[src/inc/msc_pkg.sv]
package msc_pkg;

  localparam int MSC_ADDR_W = 3;
  localparam int MSC_DATA_W = 8;
  localparam int MSC_LINES = 4;
  localparam int MSC_EV_W = 2;

  // Register word offsets on the plain register port.
  localparam logic [MSC_ADDR_W-1:0] MSC_OFF_LINE_STATE = 3'h0;
  localparam logic [MSC_ADDR_W-1:0] MSC_OFF_SCRATCH = 3'h1;
  localparam logic [MSC_ADDR_W-1:0] MSC_OFF_OUT_CTRL = 3'h2;
  localparam logic [MSC_ADDR_W-1:0] MSC_OFF_FEATURE = 3'h3;
  localparam logic [MSC_ADDR_W-1:0] MSC_OFF_IRQ_STATUS = 3'h4;
  localparam logic [MSC_ADDR_W-1:0] MSC_OFF_IRQ_CLEAR = 3'h5;
  localparam logic [MSC_ADDR_W-1:0] MSC_OFF_IRQ_ENABLE = 3'h6;

  // Line index: delta flags sit at these bits, levels at these plus four.
  localparam int MSC_LN_CTS = 0;
  localparam int MSC_LN_DSR = 1;
  localparam int MSC_LN_RI = 2;
  localparam int MSC_LN_CD = 3;
  localparam int MSC_LVL_LSB = 4;

  // modem_output_control fields.
  localparam int MSC_OC_DTR = 0;
  localparam int MSC_OC_RTS = 1;
  localparam int MSC_OC_USER_ONE = 2;
  localparam int MSC_OC_USER_TWO = 3;
  localparam int MSC_OC_LOOP = 4;
  localparam int MSC_OC_W = 5;

  // enhanced_feature_control field.
  localparam int MSC_FC_AUTO_CTS = 7;

  // Interrupt status bits.
  localparam int MSC_EV_MODEM = 0;
  localparam int MSC_EV_TX_HALT = 1;

  localparam logic [MSC_DATA_W-1:0] MSC_BYTE_RST = 8'h00;
  localparam logic [MSC_OC_W-1:0] MSC_OC_RST = 5'h00;
  localparam logic [MSC_LINES-1:0] MSC_PIN_IDLE = 4'hf;
  localparam logic [MSC_LINES-1:0] MSC_LINES_ZERO = 4'h0;
  localparam logic [MSC_EV_W-1:0] MSC_EV_ZERO = 2'h0;
  localparam logic [1:0] MSC_PRIME_DONE = 2'h3;
  localparam logic [1:0] MSC_PRIME_RST = 2'h0;
  localparam logic [1:0] MSC_PRIME_STEP = 2'h1;

  typedef struct packed {
    logic [MSC_ADDR_W-1:0] addr;
    logic [MSC_DATA_W-1:0] wdata;
    logic wr;
    logic rd;
  } msc_bus_req_t;

  // Modem control pins, active low as on the connector.
  typedef struct packed {
    logic cd_n;
    logic ri_n;
    logic dsr_n;
    logic cts_n;
  } msc_modem_in_t;

  typedef enum logic [0:0] {
    MSC_TX_RUN,
    MSC_TX_HELD
  } msc_tx_state_t;

endpackage : msc_pkg

[src/logic/msc_top.sv]
// The implementer's own choices: the address map and the plain strobed port.
`timescale 1ns/1ps
// Overview of operation
// - Each of four change flags becomes 1 when its modem input changes, the ring flag on a rise only.
// - A read of modem_line_state clears each change flag that no new change sets in that same cycle.
// - Normally bit 7 reads the inverted carrier detect pin.
// - In loop-back bit 7 reads user_output_two from modem_output_control.
// - Bit 6 reads inverted ring pin, or user_output_one in loop-back.
// - Bit 5 reads inverted DSR pin, or DTR control bit in loop-back.
// - Bit 4 reads inverted CTS pin, or RTS control bit in loop-back.
// - With auto CTS on, high CTS stops transmit after current character.
// - Bits 3, 1, 0 flag any change of CD, DSR, CTS since last read.
// - Bit 2 sets only on ring pin rising from low to high.
// - Modem status interrupt is high while any change flag is set.
// - scratch_byte holds the last written byte and steers nothing.
// - Halted transmit resumes when CTS returns low; auto CTS resets off.
module msc_top
  import msc_pkg::*;
(
  input wire logic mclk,
  input wire logic reset,
  input wire msc_bus_req_t bus_req,
  output logic [MSC_DATA_W-1:0] rd_data,
  input wire msc_modem_in_t modem_pins,
  input wire logic tx_char_busy,
  output logic tx_allow,
  output logic dtr_n,
  output logic rts_n,
  output logic user_one_n,
  output logic user_two_n,
  output logic modem_irq,
  output logic irq
);

  logic [MSC_LINES-1:0] pin_meta_r;
  logic [MSC_LINES-1:0] pin_sync_r;
  logic [MSC_LINES-1:0] level;
  logic [MSC_LINES-1:0] level_prev_r;
  logic [1:0] prime_r;
  logic primed;
  logic [MSC_LINES-1:0] change_evt;
  logic [MSC_LINES-1:0] delta_r;
  logic [MSC_LINES-1:0] delta_nxt;
  logic line_rd;
  logic [MSC_DATA_W-1:0] scratch_r;
  logic [MSC_OC_W-1:0] out_ctrl_r;
  logic [MSC_DATA_W-1:0] feature_r;
  logic [MSC_EV_W-1:0] irq_sts_r;
  logic [MSC_EV_W-1:0] irq_sts_nxt;
  logic [MSC_EV_W-1:0] irq_en_r;
  logic [MSC_EV_W-1:0] irq_evt;
  logic loop_on;
  logic auto_cts;
  logic cts_pin_high;
  msc_tx_state_t tx_state_r;
  msc_tx_state_t tx_state_nxt;
  logic [MSC_DATA_W-1:0] rd_data_r;
  logic [MSC_DATA_W-1:0] rd_data_nxt;
  logic modem_irq_r;
  logic irq_r;
  logic tx_allow_r;

  // Pins are asynchronous to mclk; two stages before anything reads them.
  always_ff @(posedge mclk) begin
    if (reset) begin
      pin_meta_r <= MSC_PIN_IDLE;
      pin_sync_r <= MSC_PIN_IDLE;
    end else begin
      pin_meta_r <= modem_pins;
      pin_sync_r <= pin_meta_r;
    end
  end

  assign loop_on = out_ctrl_r[MSC_OC_LOOP];
  assign auto_cts = feature_r[MSC_FC_AUTO_CTS];

  // Active-high line levels as reported in the upper nibble of the status byte.
  always_comb begin
    if (loop_on) begin
      level[MSC_LN_CD] = out_ctrl_r[MSC_OC_USER_TWO];
      level[MSC_LN_RI] = out_ctrl_r[MSC_OC_USER_ONE];
      level[MSC_LN_DSR] = out_ctrl_r[MSC_OC_DTR];
      level[MSC_LN_CTS] = out_ctrl_r[MSC_OC_RTS];
    end else begin
      level[MSC_LN_CD] = ~pin_sync_r[MSC_LN_CD];
      level[MSC_LN_RI] = ~pin_sync_r[MSC_LN_RI];
      level[MSC_LN_DSR] = ~pin_sync_r[MSC_LN_DSR];
      level[MSC_LN_CTS] = ~pin_sync_r[MSC_LN_CTS];
    end
  end

  // Edge detection waits until the synchroniser holds real pin values.
  always_ff @(posedge mclk) begin
    if (reset) begin
      prime_r <= MSC_PRIME_RST;
      level_prev_r <= MSC_LINES_ZERO;
    end else begin
      if (prime_r != MSC_PRIME_DONE) begin
        prime_r <= prime_r + MSC_PRIME_STEP;
      end
      level_prev_r <= level;
    end
  end

  assign primed = (prime_r == MSC_PRIME_DONE);
  assign line_rd = bus_req.rd && (bus_req.addr == MSC_OFF_LINE_STATE);

  genvar gi;
  generate
    for (gi = 0; gi < MSC_LINES; gi++) begin : g_line
      if (gi == MSC_LN_RI) begin : g_ring
        // Ring pin low to high is the level falling from one to zero.
        assign change_evt[gi] = primed && level_prev_r[gi] && !level[gi];
      end else begin : g_any
        assign change_evt[gi] = primed && (level_prev_r[gi] != level[gi]);
      end
      // The set term wins over the clear from a read in the same cycle.
      assign delta_nxt[gi] = change_evt[gi] || (delta_r[gi] && !line_rd);
    end
  endgenerate

  always_ff @(posedge mclk) begin
    if (reset) begin
      delta_r <= MSC_LINES_ZERO;
      modem_irq_r <= 1'b0;
    end else begin
      delta_r <= delta_nxt;
      modem_irq_r <= |delta_nxt;
    end
  end

  // Software-written registers.
  always_ff @(posedge mclk) begin
    if (reset) begin
      scratch_r <= MSC_BYTE_RST;
      out_ctrl_r <= MSC_OC_RST;
      feature_r <= MSC_BYTE_RST;
      irq_en_r <= MSC_EV_ZERO;
    end else if (bus_req.wr) begin
      case (bus_req.addr)
        MSC_OFF_SCRATCH: scratch_r <= bus_req.wdata;
        MSC_OFF_OUT_CTRL: out_ctrl_r <= bus_req.wdata[MSC_OC_W-1:0];
        MSC_OFF_FEATURE: feature_r <= bus_req.wdata;
        MSC_OFF_IRQ_ENABLE: irq_en_r <= bus_req.wdata[MSC_EV_W-1:0];
        default: begin
        end
      endcase
    end
  end

  // Modem control outputs; in loop-back they park inactive (high).
  always_ff @(posedge mclk) begin
    if (reset) begin
      dtr_n <= 1'b1;
      rts_n <= 1'b1;
      user_one_n <= 1'b1;
      user_two_n <= 1'b1;
    end else begin
      dtr_n <= loop_on || !out_ctrl_r[MSC_OC_DTR];
      rts_n <= loop_on || !out_ctrl_r[MSC_OC_RTS];
      user_one_n <= loop_on || !out_ctrl_r[MSC_OC_USER_ONE];
      user_two_n <= loop_on || !out_ctrl_r[MSC_OC_USER_TWO];
    end
  end

  // Transmit gate: a halt is taken only between characters; a resume is taken at once.
  assign cts_pin_high = !level[MSC_LN_CTS];

  always_comb begin
    tx_state_nxt = tx_state_r;
    case (tx_state_r)
      MSC_TX_RUN: begin
        if (!tx_char_busy && auto_cts && cts_pin_high) begin
          tx_state_nxt = MSC_TX_HELD;
        end
      end
      MSC_TX_HELD: begin
        if (!auto_cts || !cts_pin_high) begin
          tx_state_nxt = MSC_TX_RUN;
        end
      end
      default: tx_state_nxt = MSC_TX_RUN;
    endcase
  end

  always_ff @(posedge mclk) begin
    if (reset) begin
      tx_state_r <= MSC_TX_RUN;
      tx_allow_r <= 1'b1;
    end else begin
      tx_state_r <= tx_state_nxt;
      tx_allow_r <= (tx_state_nxt == MSC_TX_RUN);
    end
  end

  // Sticky interrupt status; a new event wins over a clear in the same cycle.
  assign irq_evt[MSC_EV_MODEM] = |change_evt;
  assign irq_evt[MSC_EV_TX_HALT] = (tx_state_r == MSC_TX_RUN) && (tx_state_nxt == MSC_TX_HELD);

  always_comb begin
    irq_sts_nxt = irq_sts_r;
    if (bus_req.wr && (bus_req.addr == MSC_OFF_IRQ_CLEAR)) begin
      irq_sts_nxt = irq_sts_r & ~bus_req.wdata[MSC_EV_W-1:0];
    end
    irq_sts_nxt = irq_sts_nxt | irq_evt;
  end

  always_ff @(posedge mclk) begin
    if (reset) begin
      irq_sts_r <= MSC_EV_ZERO;
      irq_r <= 1'b0;
    end else begin
      irq_sts_r <= irq_sts_nxt;
      irq_r <= |(irq_sts_nxt & irq_en_r);
    end
  end

  // Read data stand in the cycle after the strobe and are zero otherwise.
  always_comb begin
    rd_data_nxt = MSC_BYTE_RST;
    if (bus_req.rd) begin
      case (bus_req.addr)
        MSC_OFF_LINE_STATE: rd_data_nxt = {level, delta_r};
        MSC_OFF_SCRATCH: rd_data_nxt = scratch_r;
        MSC_OFF_OUT_CTRL: rd_data_nxt[MSC_OC_W-1:0] = out_ctrl_r;
        MSC_OFF_FEATURE: rd_data_nxt = feature_r;
        MSC_OFF_IRQ_STATUS: rd_data_nxt[MSC_EV_W-1:0] = irq_sts_r;
        MSC_OFF_IRQ_ENABLE: rd_data_nxt[MSC_EV_W-1:0] = irq_en_r;
        default: rd_data_nxt = MSC_BYTE_RST;
      endcase
    end
  end

  always_ff @(posedge mclk) begin
    if (reset) begin
      rd_data_r <= MSC_BYTE_RST;
    end else begin
      rd_data_r <= rd_data_nxt;
    end
  end

  assign rd_data = rd_data_r;
  assign modem_irq = modem_irq_r;
  assign irq = irq_r;
  assign tx_allow = tx_allow_r;
endmodule : msc_top

[config.mk]
export PLATFORM = sky130hd
export DESIGN_NAME = msc_top
export DESIGN_NICKNAME = d
export VERILOG_FILES = /design/src/inc/msc_pkg.sv /design/src/logic/msc_top.sv
export SDC_FILE = /design/constraint.sdc
export NUM_CORES = 1
export LEC_CHECK = 0
export BUFFER_PORTS_ARGS = -buffer_cell sky130_fd_sc_hd__buf_2
export CAP_MARGIN = 10
export CORE_ASPECT_RATIO = 1.5
export CORE_MARGIN = 8
export CORE_UTILIZATION = 60
export DETAILED_ROUTE_END_ITERATION = 8
export PLACE_DENSITY = 0.83
export SYNTH_ARGS = -nofsm -noshare
export SYNTH_HDL_FRONTEND = slang
export SYNTH_SLANG_ARGS = --single-unit
[constraint.sdc]
create_clock -name mclk -period 2.91 [get_ports mclk]
set_input_delay 0 -clock mclk [delete_from_list [all_inputs] [get_ports mclk]]
set_output_delay 0 -clock mclk [all_outputs]
set_load 0.01 [all_outputs]
Word-level counts from Yosys, hierarchy flattened
Index checks and enable logic that the tools add are counted.
{"block": "word_totals", "regBits": 59, "in_bits": 20, "wordCells": 91}
{"block": "op_classes", "addsub": 1, "n_eq_ne": 11, "mux": 8, "bitwise_logic": 11, "reduce_logical": 41}
{"operator": "logical AND 1 bit", "count": 14}
{"operator": "one-hot mux 2 bit (6 select lines)", "count": 1}
{"operator": "one-hot mux 3 bit (4 select lines)", "count": 1}
{"operator": "== test 3 bit, second input constant", "count": 3}
{"operator": "logical NOT 1 bit", "count": 9}
{"operator": "logical OR 1 bit", "count": 9}
{"operator": "one-hot mux 3 bit (3 select lines)", "count": 1}
{"operator": "AND reduction 2 bit", "count": 4}
{"operator": "OR reduction 4 bit", "count": 2}
{"operator": "NOT 1 bit", "count": 7}
{"operator": "== test 3 x 2 -> 1 bit, second input constant", "count": 2}
{"operator": "bitwise AND 2 bit", "count": 2}
{"operator": "2-to-1 mux 4 bit", "count": 1}
{"operator": "OR reduction 2 bit", "count": 2}
{"operator": "== test 3 x 1 -> 1 bit, second input constant", "count": 1}
{"operator": "logical NOT 3 bit", "count": 1}
{"operator": "inequality test 1 bit", "count": 3}
{"operator": "adder 2 x 1 -> 2 bit, second input constant", "count": 1}
{"operator": "== test 2 bit, second input constant", "count": 1}
{"operator": "2-to-1 mux 1 bit", "count": 2}
{"operator": "2-to-1 mux 2 bit", "count": 1}
{"operator": "inequality test 2 bit, second input constant", "count": 1}
{"operator": "NOT 2 bit", "count": 1}
{"operator": "bitwise OR 2 bit", "count": 1}
{"operator": "one-hot mux 1 bit (2 select lines)", "count": 1}

Logic depth before layout (Yosys ltp)
Gate-level depths: netlist of the first run.
{"block": "depth", "depth_word": 10, "ltp_mapped": 7, "mapped_depth_nobuf": 5}

Worst setup path before layout of the first run
OpenSTA, ideal clock, no wires.
{"block": "synth_timing", "path_kind": "register to register", "startpoint": "reg out_ctrl_r[4]", "endpoint": "reg modem_irq_r, in the netlist modem_irq", "arrival_time_ns": 1.375, "setup_slack_ns": 1.404, "path_stages_with_launch": 7, "n_path_buf": 1, "path_cell_list": "dfxtp_1 buf_6 and2b_1 or2_4 xnor2_2 o41ai_2 o21ai_1"}
{"block": "synth_between", "elab_chain_len": 5, "word_cells_on_any_way": 14, "cone_classes": "3 x eq/ne; 1 x mux; 10 x reduce/logical"}
{"element": "start, declared", "line_no": "msc_top.sv:46", "source": "logic [MSC_OC_W-1:0] out_ctrl_r;"}
{"element": "start signal, assigned", "line_no": "msc_top.sv:142", "source": "MSC_OFF_OUT_CTRL: out_ctrl_r <= bus_req.wdata[MSC_OC_W-1:0];"}
{"element": "2-to-1 mux 4 bit *", "line_no": "msc_top.sv:79", "source": "if (loop_on) begin"}
{"element": "inequality test 1 bit / logical NOT 1 bit (equally long branches)", "line_no": "msc_top.sv:115, msc_top.sv:113"}
{"element": "logical AND 1 bit, on equally long branches", "line_no": "msc_top.sv:115, msc_top.sv:113"}
{"element": "logical OR 1 bit", "line_no": "msc_top.sv:118", "source": "assign delta_nxt[gi] = change_evt[gi] || (delta_r[gi] && !line_rd);"}
{"element": "OR reduction 4 bit *", "line_no": "msc_top.sv:128", "source": "modem_irq_r <= |delta_nxt;"}
{"element": "end signal, assigned", "line_no": "msc_top.sv:128"}
{"element": "end, declared", "line_no": "msc_top.sv:59", "source": "logic modem_irq_r;"}
Every way passes the cells marked *; elsewhere a longest branch is shown, timed or not.
A chain may end at the register's enable or synchronous reset.

Final worst setup path of the first run
Same ends and word-level chain as after synthesis.

==> results of run 1 <==
==> cell type report <==
| class | count | share of cell area, % |
|---|---|---|
| flip-flops and latches | 59 | 42.18 |
| multi-input cells | 164 | 37.67 |
| repair buffers | 49 | 11.35 |
| clock buffers | 12 | 5.183 |
| well taps | 45 | 2.011 |
| inverters | 8 | 1.072 |
| clock inverters | 3 | 0.5362 |
==> kinds of logic (layout without fill, tap and decap cells) <==
family                     after synthesis  after routing
and+or+nand+nor                         97             97
DFF                                     59             59
muxes                                   24             24
adders and majority gates                1              1
buffers and inverters                   23             72
AOI/OAI and AO/OA                       38             38
xor gates and xnor gates                 4              4
==> critical path, stage by stage, from the launching register on <==
cell                      delay (ns)
sky130_fd_sc_hd__dfxtp_1        0.41
sky130_fd_sc_hd__and2b_1        0.22
sky130_fd_sc_hd__or2_4          0.28
sky130_fd_sc_hd__xnor2_2        0.17
sky130_fd_sc_hd__o41ai_2        0.32
sky130_fd_sc_hd__o21ai_1        0.10
==> state kept, by name, indices dropped and copies added, names as in the netlist <==
register,count
pin_sync_r,4
irq,1
prime_r,2
user_one_n,1
modem_irq,1
feature_r,8
pin_meta_r,4
tx_state_r,1
rts_n,1
dtr_n,1
out_ctrl_r,5
scratch_r,8
level_prev_r,4
delta_r,4
irq_en_r,2
irq_sts_r,2
tx_allow,1
user_two_n,1
rd_data,8
==> through the flow <==
| stage | setup slack, ns | total power, mW | cells | utilization, % | hold WS (ns) |
|---|---|---|---|---|---|
| detailed placement | 1.273 | 0.9916 | 311 | 64.87 | 0.1849 |
| floorplan | 1.404 | 0.9530 | 246 | - | 0.1038 |
| global route | 1.098 | 1.667 | 340 | 72.66 | 0.1278 |
| finish | 1.266 | 1.603 | 340 | 72.66 | 0.1132 |
| CTS | 1.261 | 1.619 | 340 | 72.66 | 0.09944 |
| global placement | 1.306 | 0.9867 | 311 | 64.87 | 0.1813 |
==> layout by cell type, fill, tap and decap left out, drive strengths merged, types with 6 or more instances in the layout <==
| master | synthesis | final |
|---|---|---|
| dfxtp | 59 | 59 |
| nor2 | 36 | 36 |
| buf | 7 | 35 |
| nand2 | 28 | 28 |
| mux2i | 22 | 22 |
| a21oi | 17 | 17 |
| dlygate4sd3 | 0 | 14 |
| clkbuf | 8 | 12 |
| or2 | 10 | 10 |
| inv | 8 | 8 |
| nor2b | 6 | 6 |
| a211oi | 6 | 6 |
| o21ai | 6 | 6 |
==> where the power goes <==
part	switching, mW	total, mW	internal, mW
registers	0.0143	0.848	0.834
clock network	0.291	0.614	0.323
logic	0.0758	0.141	0.0650
total	0.382	1.60	1.22
==> path summary, 6_finish.rpt <==
kind / start / end / depth (start not counted)
worst max-delay path: out_ctrl_r[4] / modem_irq / 5
worst min register to register: pin_meta_r[0] / pin_sync_r[0] / 1
worst max register to register: out_ctrl_r[4] / modem_irq / 5
worst min-delay path: bus_req[11] / rd_data[6] / 3
==> per-layer routing <==
metal	track usage [%]	routed length (um)	vias to the layer above
li1	-	-	916
met2	28.74	2585	52
met5	0	0	-
met1	20.73	2093	855
met4	8.757	127	0
met3	7.013	342	9
==> summary.log, run 1 <==
qor: worst_setup_path.r2r_setup_slack 1.27 ns
qor: worst_setup_path.arrival 1.84 ns
qor: global_routing.grt.overflow.total 0
qor: synth.dominant_combinational_cell_family_by_area_after_synthesis simple AND/OR/NAND/NOR gates
qor: placed_design.placed_area 0.002500 mm2
qor: floorplan.fp.dieW 66.95 um
qor: drt.drc_errors 0
qor: synth.synth-adder-area-share 0.5356%
qor: sta.worst_max_slew_pin_slew 0.8353 ns
qor: drt.drt_iter0_drc 89
qor: final_layout.final_area 0.002800 mm2
qor: drt.detailroute.via_count 1,832
qor: status.outcome finished clean
qor: drt.detail_route.vias_per_cell 5.388
qor: clocking.postCtsHoldBufs 14
qor: drt.drt_first_pass_iters 4
qor: power_and_ir_drop.max-vdd-ir-drop 0.0004865 V
qor: worst_setup_path.crit_type flop to flop
qor: sta.timing.setup.tns 0 ns
qor: synth.muxShareOfSynthArea 11.89%
qor: power_and_ir_drop.static-leakage-power 1.131 nW
qor: global_routing.groute.usage.overall 18.19%
qor: clocking.clock_latency_on_the_worst_skew_pair 0.34 ns
qor: synth.synthCells 246
qor: sta.final.setup_skew 0.005343 ns
qor: sta.unrepaired_setup_endpoints_after_global_routing no
qor: worst_setup_path.worst_setup_path_start_kind flop
qor: run.timing.max_cap.violations 0
qor: floorplan.start_util 60.62%
qor: sta.finalSetupViolations 0
qor: final_layout.area_delta_synth_final 19.87%
qor: final_layout.layout-drive-gt1-share 22.37%
qor: synth.yosysWarningCount 0
qor: synth.synth-xor-area-share 1.821%
qor: drt.detail-route-antenna-nets 0
qor: global_routing.number_of_global_route_vias_before_repair 1,835
qor: floorplan.rows 28
qor: synth.ys_async_sr_fraction 0%
qor: sta.fin_crit_sh 56.50%
qor: synth.synth_enable_flop_cells 0
qor: power_and_ir_drop.cellPowerDensity 572.4 mW/mm2
qor: clocking.cts_inserted_buffers 9
qor: global_routing.grt_antenna_before_repair 0
qor: placed_design.port-buffer-count 34
qor: sta.maxClockFrequency 0.6083 GHz
qor: synth.synth_top_cell_area_share 50.56%
qor: clocking.cts.clk_slew.worst_paths 0.06 ns
qor: sta.min_period 1.644 ns
qor: synth.post_synth_and_or_nand_nor_area_fraction 20.35%
qor: final_layout.register_area 0.001181 mm2
qor: synth.postSynthRegisterBits 59
qor: final_layout.antenna_cells_inserted 0
qor: worst_setup_path.worst_ep_required_time 3.10 ns
qor: clocking.tritoncts built
qor: synth.synth.lib_cells_used.distinct 36
qor: synth.yosys.cell_count.top_type sky130_fd_sc_hd__dfxtp_1
qor: floorplan.placeableCoreArea 0.003854 mm2
qor: final_layout.multi_input_comb_area 0.001055 mm2
qor: final_layout.fillers 314
qor: clocking.cts_repair_resize_count 0
qor: drt.routed_wirelength 5149 um
qor: synth.postSynthAreaPerCell 9.496 um2
qor: synth.yosys-top-cells-area sky130_fd_sc_hd__dfxtp_1 51%, sky130_fd_sc_hd__mux2i_1 9.0%, sky130_fd_sc_hd__nor2_1 5.8%
qor: clocking.post_cts_buffers 0
qor: final_layout.finish.net_count 312
qor: synth.yosysTopAreaCell sky130_fd_sc_hd__dfxtp_1
qor: worst_setup_path.critPathCaptureType flop
qor: worst_hold_path.worst_hold_path_type primary input to flop
qor: synth.synth-seq-area-share 50.56%
qor: drt.wire_per_inst 15.14 um
qor: clocking.cts_root_buffer sky130_fd_sc_hd__clkbuf_8
qor: floorplan.die_h 92.42 um
qor: synth.mappedNetlistNets 267
qor: global_routing.grt_start_max_net_pins 51
qor: placed_design.detailed_place_hpwl 3625 um
qor: sta.drv_slew 0
qor: synth.synth.cells.most_frequent 59 x sky130_fd_sc_hd__dfxtp_1, 36 x sky130_fd_sc_hd__nor2_1, 28 x sky130_fd_sc_hd__nand2_1, 21 x sky130_fd_sc_hd__mux2i_1, 17 x sky130_fd_sc_hd__a21oi_1
qor: clocking.ctsLongestPathBuffers 2
qor: synth.post_synth_instance_area 0.002336 mm2
qor: synth.synthFlopType sky130_fd_sc_hd__dfxtp_1
qor: worst_setup_path.critPathMaxFanout 8
qor: floorplan.die_area 0.006187 mm2
qor: sta.maxSlewHeadroom 44.31%
qor: clocking.numClockSinks 59
qor: global_routing.wire_length_of_the_first_global_routing_pass 8604 um
qor: placed_design.place.gp.congestion 0.8216
qor: synth.synth_compound_area_share 10.55%
qor: clocking.cts_max_level 3
qor: sta.final_hold_viol_count 0
qor: floorplan.num_io_pins 35
Note: power is estimated with default switching activity, not from simulation.
==> run 2, diff against run 1 <==
CORE_UTILIZATION = 50   (was 60)
PLACE_DENSITY = 0.74   (was 0.83)
clock period = 1.4 ns   (was 2.91 ns; I/O delays follow)
==> run 2 against run 1 <==
  * The flow now finishes with violations (negative setup slack)
  * Clock power increased to 2.8 times the previous value
  * Cell count increased by 7.9%
  * First-iteration DRC count increased by 120%
  * Global-route usage decreased by 1.4 points
  * Sequential share of layout area decreased by 3.8 points
  * Clock skew increased by 0.0023 ns
  * Register-to-register slack got worse by 1.4 ns
  * Critical path depth increased by 1
  * Worst hold slack got worse by 0.058 ns
  * Largest cell class unchanged
  * Highest routed layer unchanged
  * Critical path type unchanged
  * Flip-flop and latch count unchanged
==> summary.log, run 2 (synthesis results as in run 1) <==
qor: worst_setup_path.crit_type flop to flop [unchanged]
qor: worst_setup_path.critical_path.max_stage_delay 0.35 ns [was 0.41 ns]
qor: power_and_ir_drop.comb_power_share 9.1% [was 8.8%]
qor: drt.wire_per_inst 15.49 um [was 15.14 um]
qor: final_layout.layout-drive-gt1-share 30.19% [was 22.37%]
qor: worst_setup_path.critPathMaxFanout 4 [was 8]
qor: drt.drt_first_pass_iters 4 [unchanged]
qor: worst_setup_path.worst_setup_path_start_kind flop [unchanged]
qor: drt.drt_iter0_drc 192 [was 89]
qor: power_and_ir_drop.switching_share 22.12% [was 23.80%]
qor: drt.detail-route-antenna-nets 0 [unchanged]
qor: drt.drc_errors 0 [unchanged]
qor: floorplan.num_io_pins 35 [unchanged]
qor: sta.timing.hold.ws 0.05469 ns [was 0.1132 ns]
qor: power_and_ir_drop.static-leakage-power 1.296 nW [was 1.131 nW]
qor: power_and_ir_drop.pwr-share-clk 45.1% [was 38.3%]
qor: floorplan.rows 30 [was 28]
qor: power_and_ir_drop.netSwitchingPower 0.8499 mW [was 0.3815 mW]
qor: sta.final.setup_skew 0.007623 ns [was 0.005343 ns]
qor: power_and_ir_drop.power.share.sequential 45.8% [was 52.9%]
qor: drt.detail_route.vias_per_cell 5.188 [was 5.388]
qor: global_routing.grt_antenna_before_repair 1 [was 0]
qor: floorplan.placeableCoreArea 0.004504 mm2 [was 0.003854 mm2]
qor: power_and_ir_drop.intPower 2.993 mW [was 1.221 mW]
qor: floorplan.fp.dieW 71.81 um [was 66.95 um]
qor: placed_design.place.gp.congestion 0.8771 [was 0.8216]
qor: global_routing.wire_length_of_the_first_global_routing_pass 9197 um [was 8604 um]
qor: global_routing.grt.overflow.total 0 [unchanged]
qor: final_layout.mostFrequentLayoutCell sky130_fd_sc_hd__dfxtp_1 [unchanged]
qor: worst_setup_path.worst_path_max_delay_cell sky130_fd_sc_hd__dfxtp_4 [was sky130_fd_sc_hd__dfxtp_1]
qor: sta.maxClockFrequency 0.6548 GHz [was 0.6083 GHz]
qor: sta.drv_slew 0 [unchanged]
qor: clocking.numClockSinks 59 [unchanged]
qor: sta.min_period 1.527 ns [was 1.644 ns]
qor: worst_setup_path.critPathCaptureType flop [unchanged]
qor: drt.detailroute.via_count 1,904 [was 1,832]
qor: floorplan.die_h 99.72 um [was 92.42 um]
qor: clocking.cts.clk_slew.worst_paths 0.06 ns [about the same]
qor: clocking.cts_inserted_buffers 9 [unchanged]
qor: sta.fin_crit_sh 109.1% [was 56.50%]
qor: sta.maxSlewHeadroom 73.22% [was 44.31%]
qor: sta.worst_max_slew_pin_slew 0.3965 ns [was 0.8353 ns]
qor: placed_design.detailed_place_hpwl 3926 um [was 3625 um]
qor: sta.final_hold_viol_count 0 [unchanged]
qor: drt.routed_wirelength 5683 um [was 5149 um]
qor: run.timing.max_cap.violations 0 [unchanged]
qor: floorplan.die_area 0.007161 mm2 [was 0.006187 mm2]
qor: power_and_ir_drop.cellPowerDensity 1244 mW/mm2 [was 572.4 mW/mm2]
qor: sta.unrepaired_setup_endpoints_after_global_routing yes [was no]
qor: status.outcome finished, violations left [was finished clean]
qor: status.violations_in_the_final_reports negative setup slack
qor: power_and_ir_drop.max-vdd-ir-drop 0.0009431 V [was 0.0004865 V]
qor: global_routing.groute.usage.overall 16.81% [was 18.19%]
qor: placed_design.port-buffer-count 34 [unchanged]
qor: final_layout.instances_no_fill 367 [was 340]
qor: clocking.ctsLongestPathBuffers 2 [unchanged]
qor: sta.finalSetupViolations 4 [was 0]
qor: worst_setup_path.crit_family simple AND/OR/NAND/NOR gates [unchanged]
qor: worst_setup_path.arrival 1.73 ns [was 1.84 ns]
qor: sta.finalWorstSetupSlack -0.1272 ns [was 1.266 ns]
qor: global_routing.number_of_global_route_vias_before_repair 1,967 [was 1,835]
qor: clocking.clock_latency_on_the_worst_skew_pair 0.34 ns [about the same]
qor: final_layout.area_delta_synth_final 32.19% [was 19.87%]
qor: clocking.tritoncts built [unchanged]
qor: clocking.cts_max_level 3 [unchanged]
qor: floorplan.start_util 51.86% [was 60.62%]
qor: placed_design.place.detailed.instances 333 [was 311]
qor: clocking.cts_root_buffer sky130_fd_sc_hd__clkbuf_8 [unchanged]
qor: worst_setup_path.cp_cell_sequence and2b_1 -> or2_4 -> xnor2_4 -> buf_6 -> o41ai_2 -> o211ai_1 [was and2b_1 -> or2_4 -> xnor2_2 -> o41ai_2 -> o21ai_1]
qor: worst_hold_path.worst_hold_path_type primary input to flop [unchanged]
qor: global_routing.grt_start_max_net_pins 22 [was 51]
qor: final_layout.final_cell_mix 57 x sky130_fd_sc_hd__dfxtp_1, 36 x sky130_fd_sc_hd__nor2_1, 34 x sky130_fd_sc_hd__buf_2 [was 59 x sky130_fd_sc_hd__dfxtp_1, 36 x sky130_fd_sc_hd__nor2_1, 34 x sky130_fd_sc_hd__buf_2]
qor: worst_setup_path.critical_path_buffers_and_inverters 1 [was 0]
qor: worst_setup_path.worst_ep_required_time 1.61 ns [was 3.10 ns]
qor: final_layout.finish.net_count 334 [was 312]
[run 2: changes by cell type in the layout (fill, tap and decap cells not counted), moves of 2 or more]
cell                        previous run  this run
sky130_fd_sc_hd__buf_4                 1        22
sky130_fd_sc_hd__bufinv_16             0         2
sky130_fd_sc_hd__clkbuf_1              2         0
sky130_fd_sc_hd__dfxtp_1              59        57
sky130_fd_sc_hd__o21ai_0               5         3
sky130_fd_sc_hd__o21ai_1               1         3
sky130_fd_sc_hd__xnor2_1               2         0
[run 2: metal layers]
metal / wire length, um / share of wire [%] / track usage [%] / vias to the layer above
met5: 0 / 0 / 0 / -
met2: 2897 / 51 / 27.46 / 63
li1: - / - / - / 959
met1: 2208 / 39 / 17.63 / 874
met3: 442 / 7.8 / 6.344 / 8
met4: 134 / 2.4 / 10.58 / 0
[run 2: metrics by stage]
step                      power, mW  instance area, um2  setup WS (ns)  utilization [%]  TNS [ns]
after CTS                     3.863                3052        -0.1626            67.75   -0.4190
after global placement        2.089                2658        -0.1508            59.00   -0.3858
after global routing          3.975                3088        -0.1792            68.56   -0.5457
after detailed placement      2.096                2658        -0.1783            59.00   -0.5675
after floorplan               1.985                2347        -0.1027                -   -0.1929
final                         3.843                3088        -0.1272            68.56   -0.3446
[run 2: cell type report]
cell class / count / area [um2]
fillers: 344 / 1416
flip-flops and latches: 59 / 1186
multi-input cells: 164 / 1096
repair buffers: 71 / 486.7
clock buffers: 11 / 151.4
clock inverters: 5 / 75.07
well taps: 48 / 60.06
inverters: 8 / 30.03
diodes: 1 / 2.502
[run 2: worst paths after layout]
| path | startpoint | endpoint | slack [ns] | depth (start not counted) |
|---|---|---|---|---|
| setup / recovery | out_ctrl_r[4] | irq | -0.13 | 6 |
| hold / removal | reset | delta_r[2] | 0.05 | 2 |
| setup reg to reg | out_ctrl_r[4] | irq | -0.13 | 6 |
| hold reg to reg | pin_meta_r[1] | pin_sync_r[1] | 0.41 | 1 |
[run 2: power by group through the flow]
stage                     Combinational (mW)  Clock (mW)  Sequential [mW]
after floorplan                        0.193           0             1.79
after global placement                 0.292           0             1.80
after detailed placement               0.298           0             1.80
after CTS                              0.337        1.77             1.76
after global routing                   0.389        1.82             1.76
final                                  0.350        1.73             1.76
[run 2: what timing repair did]
| item | in CTS | in global routing |
|---|---|---|
| resized for setup | 3 | 7 |
| buffers inserted | 3 | 0 |
| hold endpoints to repair | 28 | 0 |
| endpoints found under the setup margin | 4 | 7 |
| pin swaps | 3 | 3 |
| hold buffers | 14 | 0 |
==> run 3, diff against run 2 <==
CORE_UTILIZATION = 52   (was 50)
CTS_BUF_LIST = sky130_fd_sc_hd__clkbuf_8   (was default)
PLACE_DENSITY = 0.77   (was 0.74)
TNS_END_PERCENT = 1   (was default)
==> run 3 against run 2 <==
  * Sequential power is essentially flat
  * Cell area shrank 1.8%
  * Largest power group unchanged
  * The flow still finishes with violations (negative setup slack)
  * Worst hold slack lost 0.021 ns
  * Worst setup slack gained 0.033 ns
  * Wire length shrank 0.44%
==> summary.log, run 3 (synthesis results as in run 1) <==
qor: clocking.cts_root_buffer sky130_fd_sc_hd__clkbuf_8 [unchanged]
qor: power_and_ir_drop.static-leakage-power 1.272 nW [was 1.296 nW]
qor: power_and_ir_drop.max-vdd-ir-drop 0.0007551 V [was 0.0009431 V]
qor: sta.maxSlewHeadroom 69.20% [was 73.22%]
qor: status.outcome finished, violations left [unchanged]
qor: worst_setup_path.critPathMaxFanout 4 [unchanged]
qor: worst_hold_path.worst_hold_path_type primary input to flop [unchanged]
qor: worst_hold_path.worst_hold_startpoint reset [unchanged]
qor: final_layout.antenna_cells_inserted 0 [was 1]
qor: sta.drv_slew 0 [unchanged]
qor: power_and_ir_drop.netSwitchingPower 0.8212 mW [was 0.8499 mW]
qor: worst_setup_path.worst_ep_required_time 1.61 ns [about the same]
qor: floorplan.die_area 0.006937 mm2 [was 0.007161 mm2]
qor: placed_design.place.detailed.instances 333 [unchanged]
qor: sta.fin_crit_sh 106.7% [was 109.1%]
qor: drt.drt_iter0_drc 87 [was 192]
qor: final_layout.instances_no_fill 365 [was 367]
qor: power_and_ir_drop.comb_power_share 9.7% [was 9.1%]
qor: final_layout.postLayoutCoreUtil 68.45% [was 68.56%]
qor: power_and_ir_drop.pwr-share-clk 40.5% [was 45.1%]
qor: clocking.tritoncts built [unchanged]
qor: floorplan.rows 30 [unchanged]
qor: final_layout.multi_input_comb_area 0.001085 mm2 [was 0.001096 mm2]
qor: drt.wire_per_inst 15.50 um [was 15.49 um]
qor: power_and_ir_drop.cellPowerDensity 1167 mW/mm2 [was 1244 mW/mm2]
qor: power_and_ir_drop.power.share.sequential 49.8% [was 45.8%]
qor: floorplan.num_io_pins 35 [unchanged]
qor: global_routing.grt.overflow.total 0 [unchanged]
qor: sta.timing.setup.tns -0.1727 ns [was -0.3446 ns]
qor: global_routing.grt_antenna_before_repair 0 [was 1]
qor: floorplan.fp.dieW 70.73 um [was 71.81 um]
qor: placed_design.place.gp.congestion 0.8753 [was 0.8771]
qor: power_and_ir_drop.intPower 2.718 mW [was 2.993 mW]
qor: drt.drc_errors 0 [unchanged]
qor: final_layout.finish.net_count 333 [was 334]
qor: status.violations_in_the_final_reports negative setup slack [unchanged]
qor: run.timing.max_cap.violations 0 [unchanged]
qor: worst_setup_path.rr_startpoint out_ctrl_r[4] [unchanged]
qor: sta.finalSetupViolations 3 [was 4]
qor: final_layout.mostFrequentLayoutCell sky130_fd_sc_hd__dfxtp_1 [unchanged]
qor: placed_design.detailed_place_hpwl 4030 um [was 3926 um]
qor: clocking.cts_inserted_buffers 9 [unchanged]
qor: final_layout.area_delta_synth_final 29.78% [was 32.19%]
qor: global_routing.number_of_global_route_vias_before_repair 1,980 [was 1,967]
qor: final_layout.register_area 0.001186 mm2 [unchanged]
qor: worst_setup_path.arrival 1.70 ns [was 1.73 ns]
qor: worst_setup_path.worst_setup_path_start_kind flop [unchanged]
qor: floorplan.start_util 52.74% [was 51.86%]
qor: final_layout.final_cell_mix 57 x sky130_fd_sc_hd__dfxtp_1, 36 x sky130_fd_sc_hd__nor2_1, 34 x sky130_fd_sc_hd__buf_2 [unchanged]
qor: sta.final.setup_skew 0.006983 ns [was 0.007623 ns]
qor: worst_setup_path.regToRegEndpoint irq [unchanged]
qor: sta.min_period 1.494 ns [was 1.527 ns]
qor: clocking.cts_max_level 3 [unchanged]
qor: drt.drt_first_pass_iters 4 [unchanged]
qor: clocking.clock_latency_on_the_worst_skew_pair 0.34 ns [about the same]
qor: sta.maxClockFrequency 0.6693 GHz [was 0.6548 GHz]
qor: clocking.cts.clk_slew.worst_paths 0.06 ns [about the same]
qor: worst_setup_path.critPathCaptureType flop [unchanged]
qor: worst_setup_path.worstRegToRegCells 5 [was 6]
qor: worst_hold_path.min_path_cells 2 [unchanged]
qor: worst_hold_path.min_delay_worst_endpoint scratch_r[6] [was delta_r[2]]
qor: drt.detailroute.via_count 1,934 [was 1,904]
qor: final_layout.layout-drive-gt1-share 28.71% [was 30.19%]
qor: floorplan.placeableCoreArea 0.004429 mm2 [was 0.004504 mm2]
qor: sta.timing.hold.ws 0.03366 ns [was 0.05469 ns]
qor: global_routing.wire_length_of_the_first_global_routing_pass 9384 um [was 9197 um]
qor: placed_design.dpl_worst_slack -0.2023 ns [was -0.1783 ns]
qor: final_layout.fillers 360 [was 344]
qor: drt.routed_wirelength 5658 um [was 5683 um]
qor: global_routing.grt_start_max_net_pins 20 [was 22]
qor: floorplan.die_h 98.09 um [was 99.72 um]
qor: sta.finalWorstSetupSlack -0.09408 ns [was -0.1272 ns]
qor: global_routing.groute.usage.overall 17.60% [was 16.81%]
qor: clocking.ctsLongestPathBuffers 2 [unchanged]
qor: sta.final_hold_viol_count 0 [unchanged]
qor: worst_setup_path.crit_type flop to flop [unchanged]
qor: placed_design.port-buffer-count 34 [unchanged]
qor: clocking.numClockSinks 59 [unchanged]
qor: worst_setup_path.r2r_setup_slack -0.09 ns [was -0.13 ns]
qor: drt.detail-route-antenna-nets 0 [unchanged]
qor: sta.worst_max_slew_pin_slew 0.4586 ns [was 0.3965 ns]
qor: sta.unrepaired_setup_endpoints_after_global_routing yes [unchanged]
qor: power_and_ir_drop.switching_share 23.20% [was 22.12%]
qor: drt.detail_route.vias_per_cell 5.299 [was 5.188]
## run 3: cell types whose count changed in the layout (fill, tap and decap cells not counted), moves of 2 or more
cell,before,now
sky130_fd_sc_hd__clkbuf_8,11,13
sky130_fd_sc_hd__inv_1,8,10
sky130_fd_sc_hd__o21ai_1,3,1
sky130_fd_sc_hd__clkinv_2,3,1
sky130_fd_sc_hd__bufinv_16,2,0
sky130_fd_sc_hd__o21ai_0,3,5
## run 3: repair_timing
item / in CTS / in global routing
buffers inserted: 2 / 0
gates cloned: 0 / 0
hold endpoints to repair: 29 / 0
hold buffers: 14 / 0
pin swaps: 3 / 2
gates resized for setup: 4 / 3
endpoints found under the setup margin: 4 / 5
## run 3: how the worst max path moves through the flow
stage / from / end / depth (start not counted)
floorplan: out_ctrl_r[4] / modem_irq / 6
detailed placement: out_ctrl_r[4] / irq / 5
CTS: out_ctrl_r[4] / irq / 5
global placement: out_ctrl_r[4] / modem_irq / 5
global route: out_ctrl_r[4] / irq_sts_r[0] / 5
finish: out_ctrl_r[4] / irq / 5
## run 3: routing by layer
layer  vias up  global-route usage [%]  share of wire [%]
met5         -                       0                  0
met1       877                   18.44                 43
met2        75                   27.60                 47
met3        18                   6.872                6.0
met4         0                   13.37                4.5
li1        964                       -                  -
## run 3: area by class of cell
class                      instances  area share, %
sequential                        59          39.13
clock inverter                     3         0.4127
clock buffer                      13          5.902
multi-input combinational        164          35.78
inverter                           8         0.9905
timing repair buffer              70          15.81
tap                               48          1.981
## run 3: power groups by stage
stage / Sequential (mW) / Combinational (mW) / Clock [mW]
2_1_floorplan: 1.79 / 0.189 / 0
3_3_place_gp: 1.80 / 0.286 / 0
3_5_place_dp: 1.80 / 0.296 / 0
4_1_cts: 1.76 / 0.336 / 1.47
5_1_grt: 1.77 / 0.375 / 1.53
6_report: 1.76 / 0.342 / 1.43
## run 3: critical path, stage by stage (launching register included)
cell and delay, ns:
sky130_fd_sc_hd__dfxtp_4 0.36, sky130_fd_sc_hd__and2b_1 0.17, sky130_fd_sc_hd__or2_4 0.26, sky130_fd_sc_hd__xnor2_4 0.15, sky130_fd_sc_hd__o41ai_2 0.31, sky130_fd_sc_hd__o211ai_1 0.13
## run 3: through the flow
stage	area, um2	total power, mW
3_5_place_dp	2646	2.095
4_1_cts	3015	3.566
2_1_floorplan	2336	1.981
3_3_place_gp	2646	2.083
6_report	3032	3.539
5_1_grt	3032	3.670
